===== src/rtl/ucm_pkg.sv =====
// Constants and register map for the channel mode and interrupt vector block.
// Operation
// - Receiver bids at 1+, 3+, 6+ or 8 stored bytes per its level bits.
// - Transmitter bids at 8, 4+, 6+ or 1+ free positions per its level bits.
// - Reset leaves receive FIFO empty, transmit FIFO eight free; enabled transmitter bids.
// - Default transmit level withdraws the bid once one byte is loaded.
// - Levels gate bidding only; both FIFOs always hold eight bytes.
// - A disabled unit never bids, whatever its fill.
// - Transmitter bid top bit is zero, so thresholds from 100000 block it.
// - Acknowledge cycle drives an eight-bit vector and ends with an acknowledge pulse.
// - Vector format picks base, base plus channel, or base plus type and channel.
// - Format 11 drives no vector, keeps the bus floating, still pulses acknowledge.
// - Parity mode: with, forced, none, wake-up; parity type bit even or odd.
// - Character length codes select 5, 6, 7 or 8 data bits.
// - Block error mode keeps errors until error reset command or receiver reset.
// - Channel mode: normal, auto echo, local loopback, remote loopback.
// - Stop code gives 0.563 to 1.000 or 1.563 to 2.000 bits in sixteenths.
// - Five-bit characters add half a bit to stop codes 0 to 7.
// - Command low bits strobe enables and disables; high nibble is a command code.
// - A disabled transmitter ignores loads to its FIFO.
// - Mode pointer advances on every access and sticks at 2 until a pointer command or reset.
// - Reading mode register zero returns ones in its low four bits.
// - Mode zero bit 7 enables the receive FIFO watchdog timer.
// - Receiver flow control negates send request on start bit when full, reasserts later.
package ucm_pkg;
  localparam logic [7:0] OFS_MODE = 8'h00;
  localparam logic [7:0] OFS_CLKSEL = 8'h04;
  localparam logic [7:0] OFS_CMD = 8'h08;
  localparam logic [7:0] OFS_ICW = 8'h0C;
  localparam logic [7:0] OFS_VBASE = 8'h10;
  localparam logic [7:0] OFS_STATUS = 8'h14;
  localparam logic [7:0] OFS_TXDATA = 8'h18;
  localparam logic [7:0] OFS_RXDATA = 8'h1C;
  localparam logic [7:0] OFS_WINNER = 8'h20;
  localparam logic [3:0] CMD_PTR_MR1 = 4'h1;
  localparam logic [3:0] CMD_RX_RESET = 4'h2;
  localparam logic [3:0] CMD_TX_RESET = 4'h3;
  localparam logic [3:0] CMD_ERR_RESET = 4'h4;
  localparam logic [3:0] CMD_RTS_ASSERT = 4'h8;
  localparam logic [3:0] CMD_RTS_NEGATE = 4'h9;
  localparam logic [3:0] CMD_PTR_MR0 = 4'hB;
  localparam logic [3:0] CMD_REFRESH = 4'hC;
  localparam int FIFO_DEPTH = 8;
  localparam logic [3:0] FIFO_FULL = 4'h8;
  localparam logic [1:0] PTR_RESET = 2'h1;
  localparam logic [1:0] PTR_LAST = 2'h2;
  localparam logic [3:0] MR0_LOW_READ = 4'hF;
  localparam logic [7:0] NO_WINNER = 8'hFF;
  localparam logic [1:0] VFMT_BASE = 2'h0;
  localparam logic [1:0] VFMT_CHAN = 2'h1;
  localparam logic [1:0] VFMT_TYPE = 2'h2;
  localparam logic [1:0] VFMT_NONE = 2'h3;
  localparam logic [2:0] TYPE_TX = 3'h1;
  localparam logic [1:0] TYPE_RX_LOW = 2'h3;
  localparam logic [3:0] RX_LVL_3 = 4'h3;
  localparam logic [3:0] RX_LVL_6 = 4'h6;
  localparam logic [3:0] TX_LVL_4 = 4'h4;
  localparam logic [3:0] TX_LVL_6 = 4'h6;
  localparam logic [5:0] STOP_SHORT_BASE = 6'h09;
  localparam logic [5:0] STOP_LONG_BASE = 6'h11;
  localparam logic [5:0] STOP_FIVE_EXTRA = 6'h08;
  localparam logic [3:0] CHAR_BITS_MIN = 4'h5;
  localparam logic [1:0] CHAR_LEN_FIVE = 2'h0;
endpackage : ucm_pkg


===== src/rtl/ucm_channel.sv =====
// Channel mode registers, FIFO level bidding and vectored acknowledge for one channel.
//
// The address map and register access over APB were left to the implementer.
module ucm_channel #(
  parameter logic [1:0] CHANNEL = 2'h0
) (
  input wire logic i_mclk,
  input wire logic i_rstn,
  input wire logic i_psel,
  input wire logic i_penable,
  input wire logic i_pwrite,
  input wire logic [7:0] i_paddr,
  input wire logic [31:0] i_pwdata,
  output logic [31:0] o_prdata,
  output logic o_pready,
  output logic o_pslverr,
  input wire logic i_rx_valid,
  input wire logic [7:0] i_rx_data,
  input wire logic i_rx_err,
  input wire logic i_rx_start,
  input wire logic i_tx_take,
  output logic o_tx_valid,
  output logic [7:0] o_tx_data,
  input wire logic i_int_ack_strobe_n,
  output logic [7:0] o_data,
  output logic o_data_oe_n,
  output logic o_bus_ack_pulse_n,
  output logic o_int_req,
  output logic o_rx_bid,
  output logic o_tx_bid,
  output logic [7:0] o_latched_winner_reg,
  output logic o_request_to_send_out_n,
  output logic o_rx_enabled,
  output logic o_tx_enabled,
  output logic o_watchdog_en,
  output logic o_rx_err,
  output logic [1:0] o_parity_mode,
  output logic o_parity_odd,
  output logic [3:0] o_char_bits,
  output logic [1:0] o_channel_mode,
  output logic o_tx_send_request_control,
  output logic o_cts_enable,
  output logic [5:0] o_stop_sixteenths,
  output logic [3:0] o_rx_clk_select,
  output logic [3:0] o_tx_clk_select
);
  import ucm_pkg::*;

  typedef enum logic [1:0] {ACK_IDLE, ACK_DRIVE, ACK_HOLD} ucm_ack_t;

  typedef struct packed {
    logic [3:0] mr0_hi;
    logic [7:0] mr1;
    logic [7:0] mr2;
    logic [7:0] clksel;
    logic [7:0] icw;
    logic [7:0] vbase;
    logic [1:0] ptr;
    logic rx_en;
    logic tx_en;
    logic [FIFO_DEPTH-1:0][8:0] rx_mem;
    logic [2:0] rx_wp;
    logic [2:0] rx_rp;
    logic [3:0] rx_cnt;
    logic [FIFO_DEPTH-1:0][7:0] tx_mem;
    logic [2:0] tx_wp;
    logic [2:0] tx_rp;
    logic [3:0] tx_cnt;
    logic err_sticky;
    logic rts_n;
    logic rts_auto;
    logic [7:0] winner;
    logic [31:0] prdata;
    logic ack_s1;
    logic ack_s2;
    logic ack_q;
    ucm_ack_t ack_state;
    logic [7:0] data;
    logic data_oe_n;
    logic ack_n;
    logic int_req;
  } ucm_state_t;

  ucm_state_t st_r;
  ucm_state_t st_nxt;
  logic setup;
  logic wr_acc;
  logic rd_acc;
  logic mapped;
  logic rx_push;
  logic rx_pop;
  logic tx_push;
  logic tx_pop;
  logic [3:0] tx_free;
  logic rx_level_ok;
  logic tx_level_ok;
  logic [7:0] rx_bid_val;
  logic [7:0] tx_bid_val;
  logic [7:0] win_val;
  logic any_bid;
  logic above;
  logic [7:0] win_latch;
  logic [7:0] vector;
  logic [3:0] cmd;

  always_comb begin
    mapped = (i_paddr == OFS_MODE) || (i_paddr == OFS_CLKSEL) || (i_paddr == OFS_CMD)
      || (i_paddr == OFS_ICW) || (i_paddr == OFS_VBASE) || (i_paddr == OFS_STATUS)
      || (i_paddr == OFS_TXDATA) || (i_paddr == OFS_RXDATA) || (i_paddr == OFS_WINNER);
    setup = i_psel && !i_penable;
    wr_acc = i_psel && i_penable && i_pwrite && mapped;
    rd_acc = i_psel && i_penable && !i_pwrite && mapped;
    tx_free = FIFO_FULL - st_r.tx_cnt;
    // Levels only gate the bid; the FIFOs themselves always take eight bytes.
    case ({st_r.mr0_hi[2], st_r.mr1[6]})
      2'b00: rx_level_ok = st_r.rx_cnt != 4'h0;
      2'b01: rx_level_ok = st_r.rx_cnt >= RX_LVL_3;
      2'b10: rx_level_ok = st_r.rx_cnt >= RX_LVL_6;
      default: rx_level_ok = st_r.rx_cnt == FIFO_FULL;
    endcase
    case (st_r.mr0_hi[1:0])
      2'b00: tx_level_ok = tx_free == FIFO_FULL;
      2'b01: tx_level_ok = tx_free >= TX_LVL_4;
      2'b10: tx_level_ok = tx_free >= TX_LVL_6;
      default: tx_level_ok = tx_free != 4'h0;
    endcase
    rx_bid_val = {3'(st_r.rx_cnt - 4'h1), o_rx_err, TYPE_RX_LOW, CHANNEL};
    tx_bid_val = {1'b0, 2'(tx_free[2:0] - 3'h1 >> 1), TYPE_TX, CHANNEL};
    if (o_rx_bid && (!o_tx_bid || rx_bid_val > tx_bid_val)) begin
      win_val = rx_bid_val;
    end else begin
      win_val = tx_bid_val;
    end
    any_bid = o_rx_bid || o_tx_bid;
    above = any_bid && (win_val[7:2] > st_r.icw[7:2]);
    win_latch = above ? win_val : NO_WINNER;
    case (st_r.icw[1:0])
      VFMT_BASE: vector = st_r.vbase;
      VFMT_CHAN: vector = {st_r.vbase[7:2], win_latch[1:0]};
      VFMT_TYPE: vector = {st_r.vbase[7:5], win_latch[4:0]};
      default: vector = st_r.vbase;
    endcase
    cmd = i_pwdata[7:4];
    rx_pop = rd_acc && (i_paddr == OFS_RXDATA) && (st_r.rx_cnt != 4'h0);
    rx_push = i_rx_valid && st_r.rx_en && ((st_r.rx_cnt != FIFO_FULL) || rx_pop);
    tx_pop = i_tx_take && (st_r.tx_cnt != 4'h0);
    tx_push = wr_acc && (i_paddr == OFS_TXDATA) && st_r.tx_en
      && (st_r.tx_cnt != FIFO_FULL);

    st_nxt = st_r;
    st_nxt.ack_s1 = i_int_ack_strobe_n;
    st_nxt.ack_s2 = st_r.ack_s1;
    st_nxt.ack_q = st_r.ack_s2;
    st_nxt.int_req = above;
    // Read data is captured in the setup phase so the bus sees a flopped value.
    if (setup) begin
      case (i_paddr)
        OFS_MODE: begin
          case (st_r.ptr)
            2'h0: st_nxt.prdata = {24'h0, st_r.mr0_hi, MR0_LOW_READ};
            2'h1: st_nxt.prdata = {24'h0, st_r.mr1};
            default: st_nxt.prdata = {24'h0, st_r.mr2};
          endcase
        end
        OFS_CLKSEL: st_nxt.prdata = {24'h0, st_r.clksel};
        OFS_ICW: st_nxt.prdata = {24'h0, st_r.icw};
        OFS_VBASE: st_nxt.prdata = {24'h0, st_r.vbase};
        OFS_STATUS: st_nxt.prdata = {24'h0, o_rx_err, st_r.rx_cnt == FIFO_FULL,
          st_r.rx_cnt != 4'h0, st_r.tx_cnt == 4'h0, st_r.tx_cnt != FIFO_FULL,
          st_r.rx_en, st_r.tx_en, st_r.rts_n};
        OFS_RXDATA: st_nxt.prdata = {24'h0, st_r.rx_mem[st_r.rx_rp][7:0]};
        OFS_WINNER: st_nxt.prdata = {24'h0, st_r.winner};
        default: st_nxt.prdata = 32'h0000_0000;
      endcase
    end
    if (i_psel && i_penable && mapped && (i_paddr == OFS_MODE)) begin
      if (i_pwrite) begin
        case (st_r.ptr)
          2'h0: st_nxt.mr0_hi = i_pwdata[7:4];
          2'h1: st_nxt.mr1 = i_pwdata[7:0];
          default: st_nxt.mr2 = i_pwdata[7:0];
        endcase
      end
      if (st_r.ptr != PTR_LAST) begin
        st_nxt.ptr = st_r.ptr + 2'h1;
      end
    end
    if (wr_acc) begin
      case (i_paddr)
        OFS_CLKSEL: st_nxt.clksel = i_pwdata[7:0];
        OFS_ICW: st_nxt.icw = i_pwdata[7:0];
        OFS_VBASE: st_nxt.vbase = i_pwdata[7:0];
        default: st_nxt.clksel = st_nxt.clksel;
      endcase
    end
    if (rx_pop) begin
      st_nxt.rx_rp = st_r.rx_rp + 3'h1;
    end
    if (rx_push) begin
      st_nxt.rx_mem[st_r.rx_wp] = {i_rx_err, i_rx_data};
      st_nxt.rx_wp = st_r.rx_wp + 3'h1;
    end
    st_nxt.rx_cnt = st_r.rx_cnt + {3'h0, rx_push} - {3'h0, rx_pop};
    if (tx_pop) begin
      st_nxt.tx_rp = st_r.tx_rp + 3'h1;
    end
    if (tx_push) begin
      st_nxt.tx_mem[st_r.tx_wp] = i_pwdata[7:0];
      st_nxt.tx_wp = st_r.tx_wp + 3'h1;
    end
    st_nxt.tx_cnt = st_r.tx_cnt + {3'h0, tx_push} - {3'h0, tx_pop};
    // Flow control: negate on a start bit with no room, reassert once a slot frees.
    if (st_r.mr1[7] && i_rx_start && (st_r.rx_cnt == FIFO_FULL) && !rx_pop) begin
      st_nxt.rts_n = 1'b1;
      st_nxt.rts_auto = 1'b1;
    end else if (st_r.rts_auto && (st_nxt.rx_cnt != FIFO_FULL)) begin
      st_nxt.rts_n = 1'b0;
      st_nxt.rts_auto = 1'b0;
    end
    if (wr_acc && (i_paddr == OFS_CMD)) begin
      if (i_pwdata[0]) begin
        st_nxt.rx_en = 1'b1;
      end
      if (i_pwdata[1]) begin
        st_nxt.rx_en = 1'b0;
      end
      if (i_pwdata[2]) begin
        st_nxt.tx_en = 1'b1;
      end
      if (i_pwdata[3]) begin
        st_nxt.tx_en = 1'b0;
      end
      case (cmd)
        CMD_PTR_MR1: st_nxt.ptr = PTR_RESET;
        CMD_PTR_MR0: st_nxt.ptr = 2'h0;
        CMD_RX_RESET: begin
          st_nxt.rx_en = 1'b0;
          st_nxt.rx_wp = 3'h0;
          st_nxt.rx_rp = 3'h0;
          st_nxt.rx_cnt = 4'h0;
          st_nxt.err_sticky = 1'b0;
        end
        CMD_TX_RESET: begin
          st_nxt.tx_en = 1'b0;
          st_nxt.tx_wp = 3'h0;
          st_nxt.tx_rp = 3'h0;
          st_nxt.tx_cnt = 4'h0;
        end
        CMD_ERR_RESET: st_nxt.err_sticky = 1'b0;
        CMD_RTS_ASSERT: st_nxt.rts_n = 1'b0;
        CMD_RTS_NEGATE: st_nxt.rts_n = 1'b1;
        CMD_REFRESH: st_nxt.winner = win_latch;
        default: st_nxt.ptr = st_nxt.ptr;
      endcase
    end
    // A byte with an error arriving with the clear still sets the block flag.
    if (rx_push && i_rx_err && st_r.mr1[5]) begin
      st_nxt.err_sticky = 1'b1;
    end
    case (st_r.ack_state)
      ACK_IDLE: begin
        if (st_r.ack_q && !st_r.ack_s2) begin
          st_nxt.winner = win_latch;
          st_nxt.data = vector;
          st_nxt.data_oe_n = st_r.icw[1:0] == VFMT_NONE;
          st_nxt.ack_state = ACK_DRIVE;
        end
      end
      ACK_DRIVE: begin
        st_nxt.ack_n = 1'b0;
        st_nxt.ack_state = ACK_HOLD;
      end
      ACK_HOLD: begin
        st_nxt.ack_n = 1'b1;
        if (st_r.ack_s2) begin
          st_nxt.data_oe_n = 1'b1;
          st_nxt.ack_state = ACK_IDLE;
        end
      end
      default: st_nxt.ack_state = ACK_IDLE;
    endcase
  end

  always_ff @(posedge i_mclk or negedge i_rstn) begin
    if (!i_rstn) begin
      st_r <= '{ptr: PTR_RESET, rts_n: 1'b1, winner: NO_WINNER, ack_s1: 1'b1, ack_s2: 1'b1,
        ack_q: 1'b1, ack_state: ACK_IDLE, data_oe_n: 1'b1, ack_n: 1'b1, default: '0};
    end else begin
      st_r <= st_nxt;
    end
  end

  assign o_rx_bid = st_r.rx_en && (st_r.rx_cnt != 4'h0) && rx_level_ok;
  assign o_tx_bid = st_r.tx_en && tx_level_ok;
  assign o_prdata = st_r.prdata;
  assign o_pready = 1'b1;
  assign o_pslverr = i_psel && i_penable && !mapped;
  assign o_tx_valid = st_r.tx_cnt != 4'h0;
  assign o_tx_data = st_r.tx_mem[st_r.tx_rp];
  assign o_data = st_r.data;
  assign o_data_oe_n = st_r.data_oe_n;
  assign o_bus_ack_pulse_n = st_r.ack_n;
  assign o_int_req = st_r.int_req;
  assign o_latched_winner_reg = st_r.winner;
  assign o_request_to_send_out_n = st_r.rts_n;
  assign o_rx_enabled = st_r.rx_en;
  assign o_tx_enabled = st_r.tx_en;
  assign o_watchdog_en = st_r.mr0_hi[3];
  assign o_rx_err = st_r.mr1[5] ? st_r.err_sticky
    : ((st_r.rx_cnt != 4'h0) && st_r.rx_mem[st_r.rx_rp][8]);
  assign o_parity_mode = st_r.mr1[4:3];
  assign o_parity_odd = st_r.mr1[2];
  assign o_char_bits = CHAR_BITS_MIN + {2'h0, st_r.mr1[1:0]};
  assign o_channel_mode = st_r.mr2[7:6];
  assign o_tx_send_request_control = st_r.mr2[5];
  assign o_cts_enable = st_r.mr2[4];
  // Long codes already start one bit later, so only short codes get the extra half bit.
  assign o_stop_sixteenths = st_r.mr2[3] ? STOP_LONG_BASE + {2'h0, st_r.mr2[3:0]}
    : STOP_SHORT_BASE + {3'h0, st_r.mr2[2:0]}
    + ((st_r.mr1[1:0] == CHAR_LEN_FIVE) ? STOP_FIVE_EXTRA : 6'h00);
  assign o_rx_clk_select = st_r.clksel[7:4];
  assign o_tx_clk_select = st_r.clksel[3:0];
endmodule : ucm_channel


===== config.mk =====
export PLATFORM = sky130hd
export DESIGN_NAME = ucm_channel
export DESIGN_NICKNAME = d
export VERILOG_FILES = /design/src/rtl/ucm_pkg.sv /design/src/rtl/ucm_channel.sv
export SDC_FILE = /design/constraint.sdc
export NUM_CORES = 1
export LEC_CHECK = 0
export BUFFER_PORTS_ARGS = -buffer_cell sky130_fd_sc_hd__buf_2
export CAP_MARGIN = 20
export CORE_AREA = 5 5 183 185
export CTS_CLUSTER_DIAMETER = 40
export DETAILED_ROUTE_END_ITERATION = 10
export DIE_AREA = 0 0 188 190
export GPL_TIMING_DRIVEN = 0
export SLEW_MARGIN = 20
export SYNTH_ARGS = -nofsm -noshare
export SYNTH_HDL_FRONTEND = slang
export SYNTH_SLANG_ARGS = --single-unit

===== constraint.sdc =====
create_clock -name i_mclk -period 4 [get_ports i_mclk]
set_input_delay 0.6 -clock i_mclk [delete_from_list [all_inputs] [get_ports i_mclk]]
set_output_delay 0.6 -clock i_mclk [all_outputs]
set_load 0.01 [all_outputs]

# ---- Word level (Yosys, flattened, before mapping)
# Cells that the tools add are included.
dict set report word_totals {
  register_bits 263
  latchBits 0
  ram_bits 0
  romBits 0
  in_bits 58
  memories 0
}
dict set report op_classes {
  addsub 16
  multipliers 0
  div 0
  n_lt_le_gt_ge 12
  n_eq_ne 34
  shifts 0
  mux 53
  n_bitwise 1
  n_reduce_logical 81
}
# operator n
set op_table {}
lappend op_table {{bitwise mux 72 bit} 1}
lappend op_table {{bitwise mux 64 bit} 1}
lappend op_table {{two-way mux 8 bit} 8}
lappend op_table {{case mux 8 bit (7 select lines)} 1}
lappend op_table {{logical AND 1 bit} 33}
lappend op_table {{== test 8 x 5 -> 1 bit (second input constant)} 4}
lappend op_table {{two-way mux 10 bit} 3}
lappend op_table {{binary-select mux 9 bit (select 3 bit)} 1}
lappend op_table {{demux 9 bit (select 3 bit)} 1}
lappend op_table {{binary-select mux 8 bit (select 3 bit)} 1}
lappend op_table {{demux 8 bit (select 3 bit)} 1}
lappend op_table {{== test 4 bit (second input constant)} 6}
lappend op_table {{two-way mux 9 bit} 2}
lappend op_table {{== test 8 x 4 -> 1 bit (second input constant)} 2}
lappend op_table {{< comparator 3 x 4 -> 1 bit (second input constant)} 4}
lappend op_table {{case mux 8 bit (2 select lines)} 1}
lappend op_table {{AND reduction 2 bit} 8}
lappend op_table {{adder 3 x 1 -> 3 bit (second input constant)} 4}
lappend op_table {{greater-or-equal comparator 4 x 3 -> 1 bit (second input constant)} 3}
lappend op_table {{two-way mux 12 bit} 1}
lappend op_table {{two-way mux 3 bit} 4}
lappend op_table {{!= test 4 bit (second input constant)} 3}
lappend op_table {{AND reduction 3 bit} 4}
lappend op_table {{nonzero test 4 bit} 3}
lappend op_table {{other kinds (40)} 97}

# ---- Logic depth before layout (Yosys ltp)
dict set report depth {
  word_depth 23
  depth_mapped 14
  mapped_depth_nobuf 14
}

# ---- Worst setup path before layout
# Ideal clock, no wire load.
dict set report synth_path {
  path_kind {register to register}
  start {register st_r[134] (netlist name)}
  end {register st_r, in the netlist o_data[0]}
  setup_ns 0.077
  arrival_time_ns 3.343
  required_time_ns 3.923
  path_slack_ns 0.580
  path_stages_with_launch 15
  path_buffers 0
  synth_period_minus_slack_ns 3.420
  cell_sequence {dfrtp_1 -> inv_1 -> ha_1 -> nand2_1 -> a21o_1 -> a221oi_1 -> o21a_1 -> inv_1 -> mux2_2 -> ha_1 -> nand2_1 -> o21ai_0 -> o221a_2 -> or3_1 -> a21oi_1}
}
# item line_no
set synth_rtl {}
lappend synth_rtl {{from (decl)} ucm_channel.sv:84} ;# ucm_state_t st_r;
lappend synth_rtl {{from (signal assigned)} ucm_channel.sv:286} ;# st_r <= '{ptr: PTR_RESET, rts_n: 1'b1, winner: NO_WINNER, ack_s1: 1'b1, ack_s2: 1'b1,
lappend synth_rtl {{from (signal assigned)} ucm_channel.sv:289} ;# st_r <= st_nxt;
lappend synth_rtl {{greater-or-equal comparator 4 x 3 -> 1 bit (tied with other cells)} ucm_channel.sv:118} ;# 2'b10: rx_level_ok = st_r.rx_cnt >= RX_LVL_6;
lappend synth_rtl {{case mux 1 bit (3 select lines) / logical AND 1 bit (equally long branches)} {ucm_channel.sv:115, ucm_channel.sv:293}}
lappend synth_rtl {{logical AND 1 bit (*)} ucm_channel.sv:293} ;# assign o_rx_bid = st_r.rx_en && (st_r.rx_cnt != 4'h0) && rx_level_ok;
lappend synth_rtl {{net o_rx_bid} ucm_channel.sv:29} ;# output logic o_rx_bid,
lappend synth_rtl {{logical AND 1 bit} ucm_channel.sv:129} ;# if (o_rx_bid && (!o_tx_bid || rx_bid_val > tx_bid_val)) begin
lappend synth_rtl {{two-way mux 8 bit} ucm_channel.sv:129}
lappend synth_rtl {{greater-than comparator 6 bit} ucm_channel.sv:135} ;# above = any_bid && (win_val[7:2] > st_r.icw[7:2]);
lappend synth_rtl {{logical AND 1 bit (*)} ucm_channel.sv:135}
lappend synth_rtl {{net above} ucm_channel.sv:101} ;# logic above;
lappend synth_rtl {{two-way mux 8 bit (*)} ucm_channel.sv:136} ;# win_latch = above ? win_val : NO_WINNER;
lappend synth_rtl {{case mux 5 bit (2 select lines) (*)} ucm_channel.sv:137} ;# case (st_r.icw[1:0])
# The timed path passes the listed nets; every way through them passes the cells marked *.
# A chain may end at the register's enable or synchronous reset.

# ---- Worst setup path in the final report
dict set report layout_path {
  start {register st_r[134] (netlist name)}
  end {register st_r, in the netlist o_data[4]}
}
dict set report layout_between {
  elab_chain_len 11
}
# item line_no
set layout_lines {}
lappend layout_lines {{parallel branches: the longest is 8 deep, another holds greater-than comparator 8 x 7 -> 1 bit} -}
lappend layout_lines {{logical AND 1 bit (*)} ucm_channel.sv:135}
lappend layout_lines {{net above} ucm_channel.sv:101}
lappend layout_lines {{two-way mux 8 bit (*)} ucm_channel.sv:136}
lappend layout_lines {{case mux 5 bit (2 select lines) (*)} ucm_channel.sv:137}
# Mark *: on every way through the listed nets, which the timed path passes.

==> impl_metrics.py <==
metrics = {
    "synthesis": {
        "synth-edff-count": 0,
        "top_ff_cell_synth": "dfrtp_1",
        "ys_ff_latch": 239,
        "async_flop_share": 1.00,
        "yosys_warnings": 0,
        "postSynthCellCount": 1007,
        "average_cell_area_after_synthesis_um2": 12.3,
        "yosysSeqAreaShare": 0.484,
        "post_synth_num_cell_types": 71,
        "post_synth_instance_area_mm2": 0.0124,
    },
    "route": {
        "wl_per_cell_um": 20.4,
        "vias_per_cell": 5.30,
        "routed_wirelength_mm": 32.8,
        "drt-initial-drc-count": 477,
        "drt_first_pass_iters": 5,
        "drtAntennaViolNets": 0,
        "via_count": 8532,
        "route.detailed.drc": 0,
    },
    "placement": {
        "dp.final_hpwl_mm": 23.6,
        "routabilityCongestion": 0.887,
        "dpl.cell_count": 1542,
        "io_buffers": 101,
        "placement.setup.worst_slack_ns": -0.183,
    },
    "timing": {
        "fin_skew_ns": 0.0221,
        "finalSetupViolations": 0,
        "report.final.slew_viol_count": 0,
        "maximum_frequency_from_static_timing_analysis_mhz": 264,
        "timing_hold_violations_final": 0,
        "rsz0062_at_grt": "false",
        "max-slew-margin-rel": 0.319,
        "tightestPinTransition_ns": 1.01,
        "finalCriticalPeriod_ns": 3.78,
        "period_utilisation_layout": 0.946,
        "tns_ns": 0,
        "layout_setup_ws_ns": 0.216,
    },
    "clock_network": {
        "maximum_buffer_depth_of_the_clock_tree": 3,
        "later_pin_clock_latency_in_the_skew_report_ns": 0.51,
        "clock_pin_slew_worst_setup_and_hold_paths_ns": 0.05,
        "tritoncts": "done",
        "clock-root-buffer": "clkbuf_16",
        "cts.sink_count": 239,
        "cts-htree-levels": 2,
        "cts_hold_repair.buffers": 0,
        "cts_inserted_buffers": 38,
    },
    "critical_path": {
        "timing.critical_path.arrival_ns": 4.15,
        "worst-endpoint-required_ns": 4.37,
        "startpoint_type": "flop",
        "timing.critical_path.to_type": "flop",
        "reg2reg_slack_ns": 0.22,
        "critPathKind": "flop to flop",
        "cpLargestDelayFamily": "compound AO/OA/AOI/OAI gates",
        "cp_slowest_cell": "dfrtp_1",
        "crit_buf_inv": 2,
        "worstPathMaxFanout": 5,
        "crit_chain": "inv_1, ha_1, nand2_1, a21o_1, a221oi_4, o21a_1, inv_1, mux2_2, ha_1, nand2_1, o21ai_0, o221a_2, a21boi_2, o221ai_1",
        "critPathMaxStageDelay_ns": 0.42,
    },
    "run": {
        "maxCapViolations": 0,
    },
    "floorplan": {
        "die_width_um": 188,
        "die_h_um": 190,
        "initial_utilization": 0.389,
        "boundaryPins": 152,
        "row_count": 66,
        "die_area_mm2": 0.0357,
        "coreArea_mm2": 0.0319,
    },
    "status": {
        "run_status": "finished, final reports clean",
    },
    "layout": {
        "largest_reg_flops": 191,
        "fillCellCount": 2947,
        "max_flop_register": "st_r",
        "antenna_cells": 0,
        "area_delta_synth_final_pct": 20.5,
        "drive_above_1_share": 0.408,
        "most_frequent_standard_cell_in_the_layout_excluding_fill_and_tap_cells": "dfrtp_1",
        "mostFrequentLayoutCells": "dfrtp_1 (224), mux2_2 (184), buf_2 (102), nand2_1 (66), buf_4 (64)",
        "num-nets-final": 1273,
        "final-instance-count-excl-fill": 1610,
    },
    "global_routing": {
        "globalRouteMet2Util": 0.302,
        "groute.layer.met3.usage": 0.0409,
        "grtUsageTotal": 0.183,
        "grt_remaining_overflow": 0,
        "first_global_vias": 8650,
        "grt_antenna_before_repair": 4,
        "grt_pass1_wl_mm": 51.6,
        "top_usage_layer": "met2",
        "globalRouteMet1Util": 0.241,
        "grt_max_degree": 85,
    },
    "power": {
        "ir_worst_vdd_mv": 0.288,
        "total_power_mw": 7.05,
        "leakage_nw": 7.27,
        "pwr_density_cell_mw_per_mm2": 472,
    },
    "min_path": {
        "hold_path.class": "input port to asynchronous set/reset pin",
    },
}
## synth_stat cells, types with 4 or more instances
cell type,n,area share
nand3_1,9,0.0036
o22ai_1,7,0.0035
xor2_1,9,0.0064
nor3_1,6,0.0024
dfstp_2,15,0.032
nor2_1,45,0.014
a21oi_1,31,0.013
o21ai_0,36,0.015
xnor2_1,8,0.0056
nor4b_1,4,0.0028
nand2b_1,5,0.0025
nand4_1,5,0.0025
nor2b_1,11,0.0055
nand2_1,66,0.020
buf_1,8,0.0024
clkbuf_1,35,0.011
mux2_2,184,0.17
dfrtp_1,224,0.45
a22oi_1,7,0.0042
a221oi_1,5,0.0035
o22a_1,4,0.0028
a22o_1,4,0.0028
mux4_2,33,0.060
buf_4,64,0.039
and2_1,9,0.0045
mux2i_1,17,0.014
ha_1,39,0.039
nand3b_1,4,0.0024
a211oi_1,8,0.0048
inv_1,34,0.010
nor3b_1,4,0.0024
## final timing paths
| path | start | cells after the start | endpoint |
|---|---|---|---|
| min in group i_mclk | i_int_ack_strobe_n | 1 | st_nxt[14] |
| max in group asynchronous | i_rstn | 3 | st_nxt[13] |
| min | i_rstn | 1 | st_r[112] |
| max | st_r[134] | 14 | o_data[4] |
| max reg2reg | st_r[134] | 14 | o_data[4] |
| min reg2reg | st_nxt[14] | 0 | st_nxt[13] |
## worst register-to-register path, stage by stage (launching register included)
cell and delay (ns):
dfrtp_1 0.42, inv_1 0.17, ha_1 0.25, nand2_1 0.17
a21o_1 0.25, a221oi_4 0.37, o21a_1 0.28, inv_1 0.13
mux2_2 0.33, ha_1 0.30, nand2_1 0.06, o21ai_0 0.17
o221a_2 0.31, a21boi_2 0.28, o221ai_1 0.16
## timing repair
action,in CTS,in global routing
gates resized for setup,3,5
endpoints found under the setup margin,2,3
setup buffers,0,0
hold endpoints to repair,0,0
## cell families (layout without fill, tap and decap cells)
logic type / Yosys count / count (layout) / synth area share
adders and majority gates: 41 / 41 / 0.0426
buffers and inverters: 143 / 315 / 0.0628
DFF: 239 / 239 / 0.484
AOI/OAI and AO/OA: 135 / 135 / 0.0714
and+or+nand+nor: 196 / 196 / 0.0861
xor gates and xnor gates: 17 / 17 / 0.0120
muxes: 234 / 234 / 0.241
other: 2 / 25 / 0.000605
## metrics by stage
step,cell area (um^2),utilization,hold slack [ns]
floorplan,12500,-,0.304
global placement,13500,0.424,0.347
detailed placement,13600,0.427,0.347
CTS,14900,0.468,0.0161
global route,14900,0.469,0.0326
finish,14900,0.469,0.0103
## final cells by class
class	instances	area, um^2	area share
Buffer	109	653	0.0437
Clock buffer	52	1140	0.0761
Clock inverter	16	169	0.0113
Inverter	34	128	0.00854
Multi-Input combinational cell	648	5750	0.385
Sequential cell	239	6000	0.401
Tap cell	408	510	0.0342
Timing Repair Buffer	104	598	0.0400
## report_power, final
part | switching, mW | internal, mW | leakage, nW
Sequential | 0.0749 | 2.53 | 3.22
Combinational | 0.663 | 0.466 | 3.43
Clock | 1.19 | 2.13 | 0.628
## per-layer routing
layer  routed length (um)  vias up  share of wire
met3                 2040       75          0.062
met4                  942        8          0.029
li1                     -     3896              -
met1                14000     4282           0.43
met2                15800      271           0.48
met5                   55        -         0.0017
(Power assumes the default switching activity.)
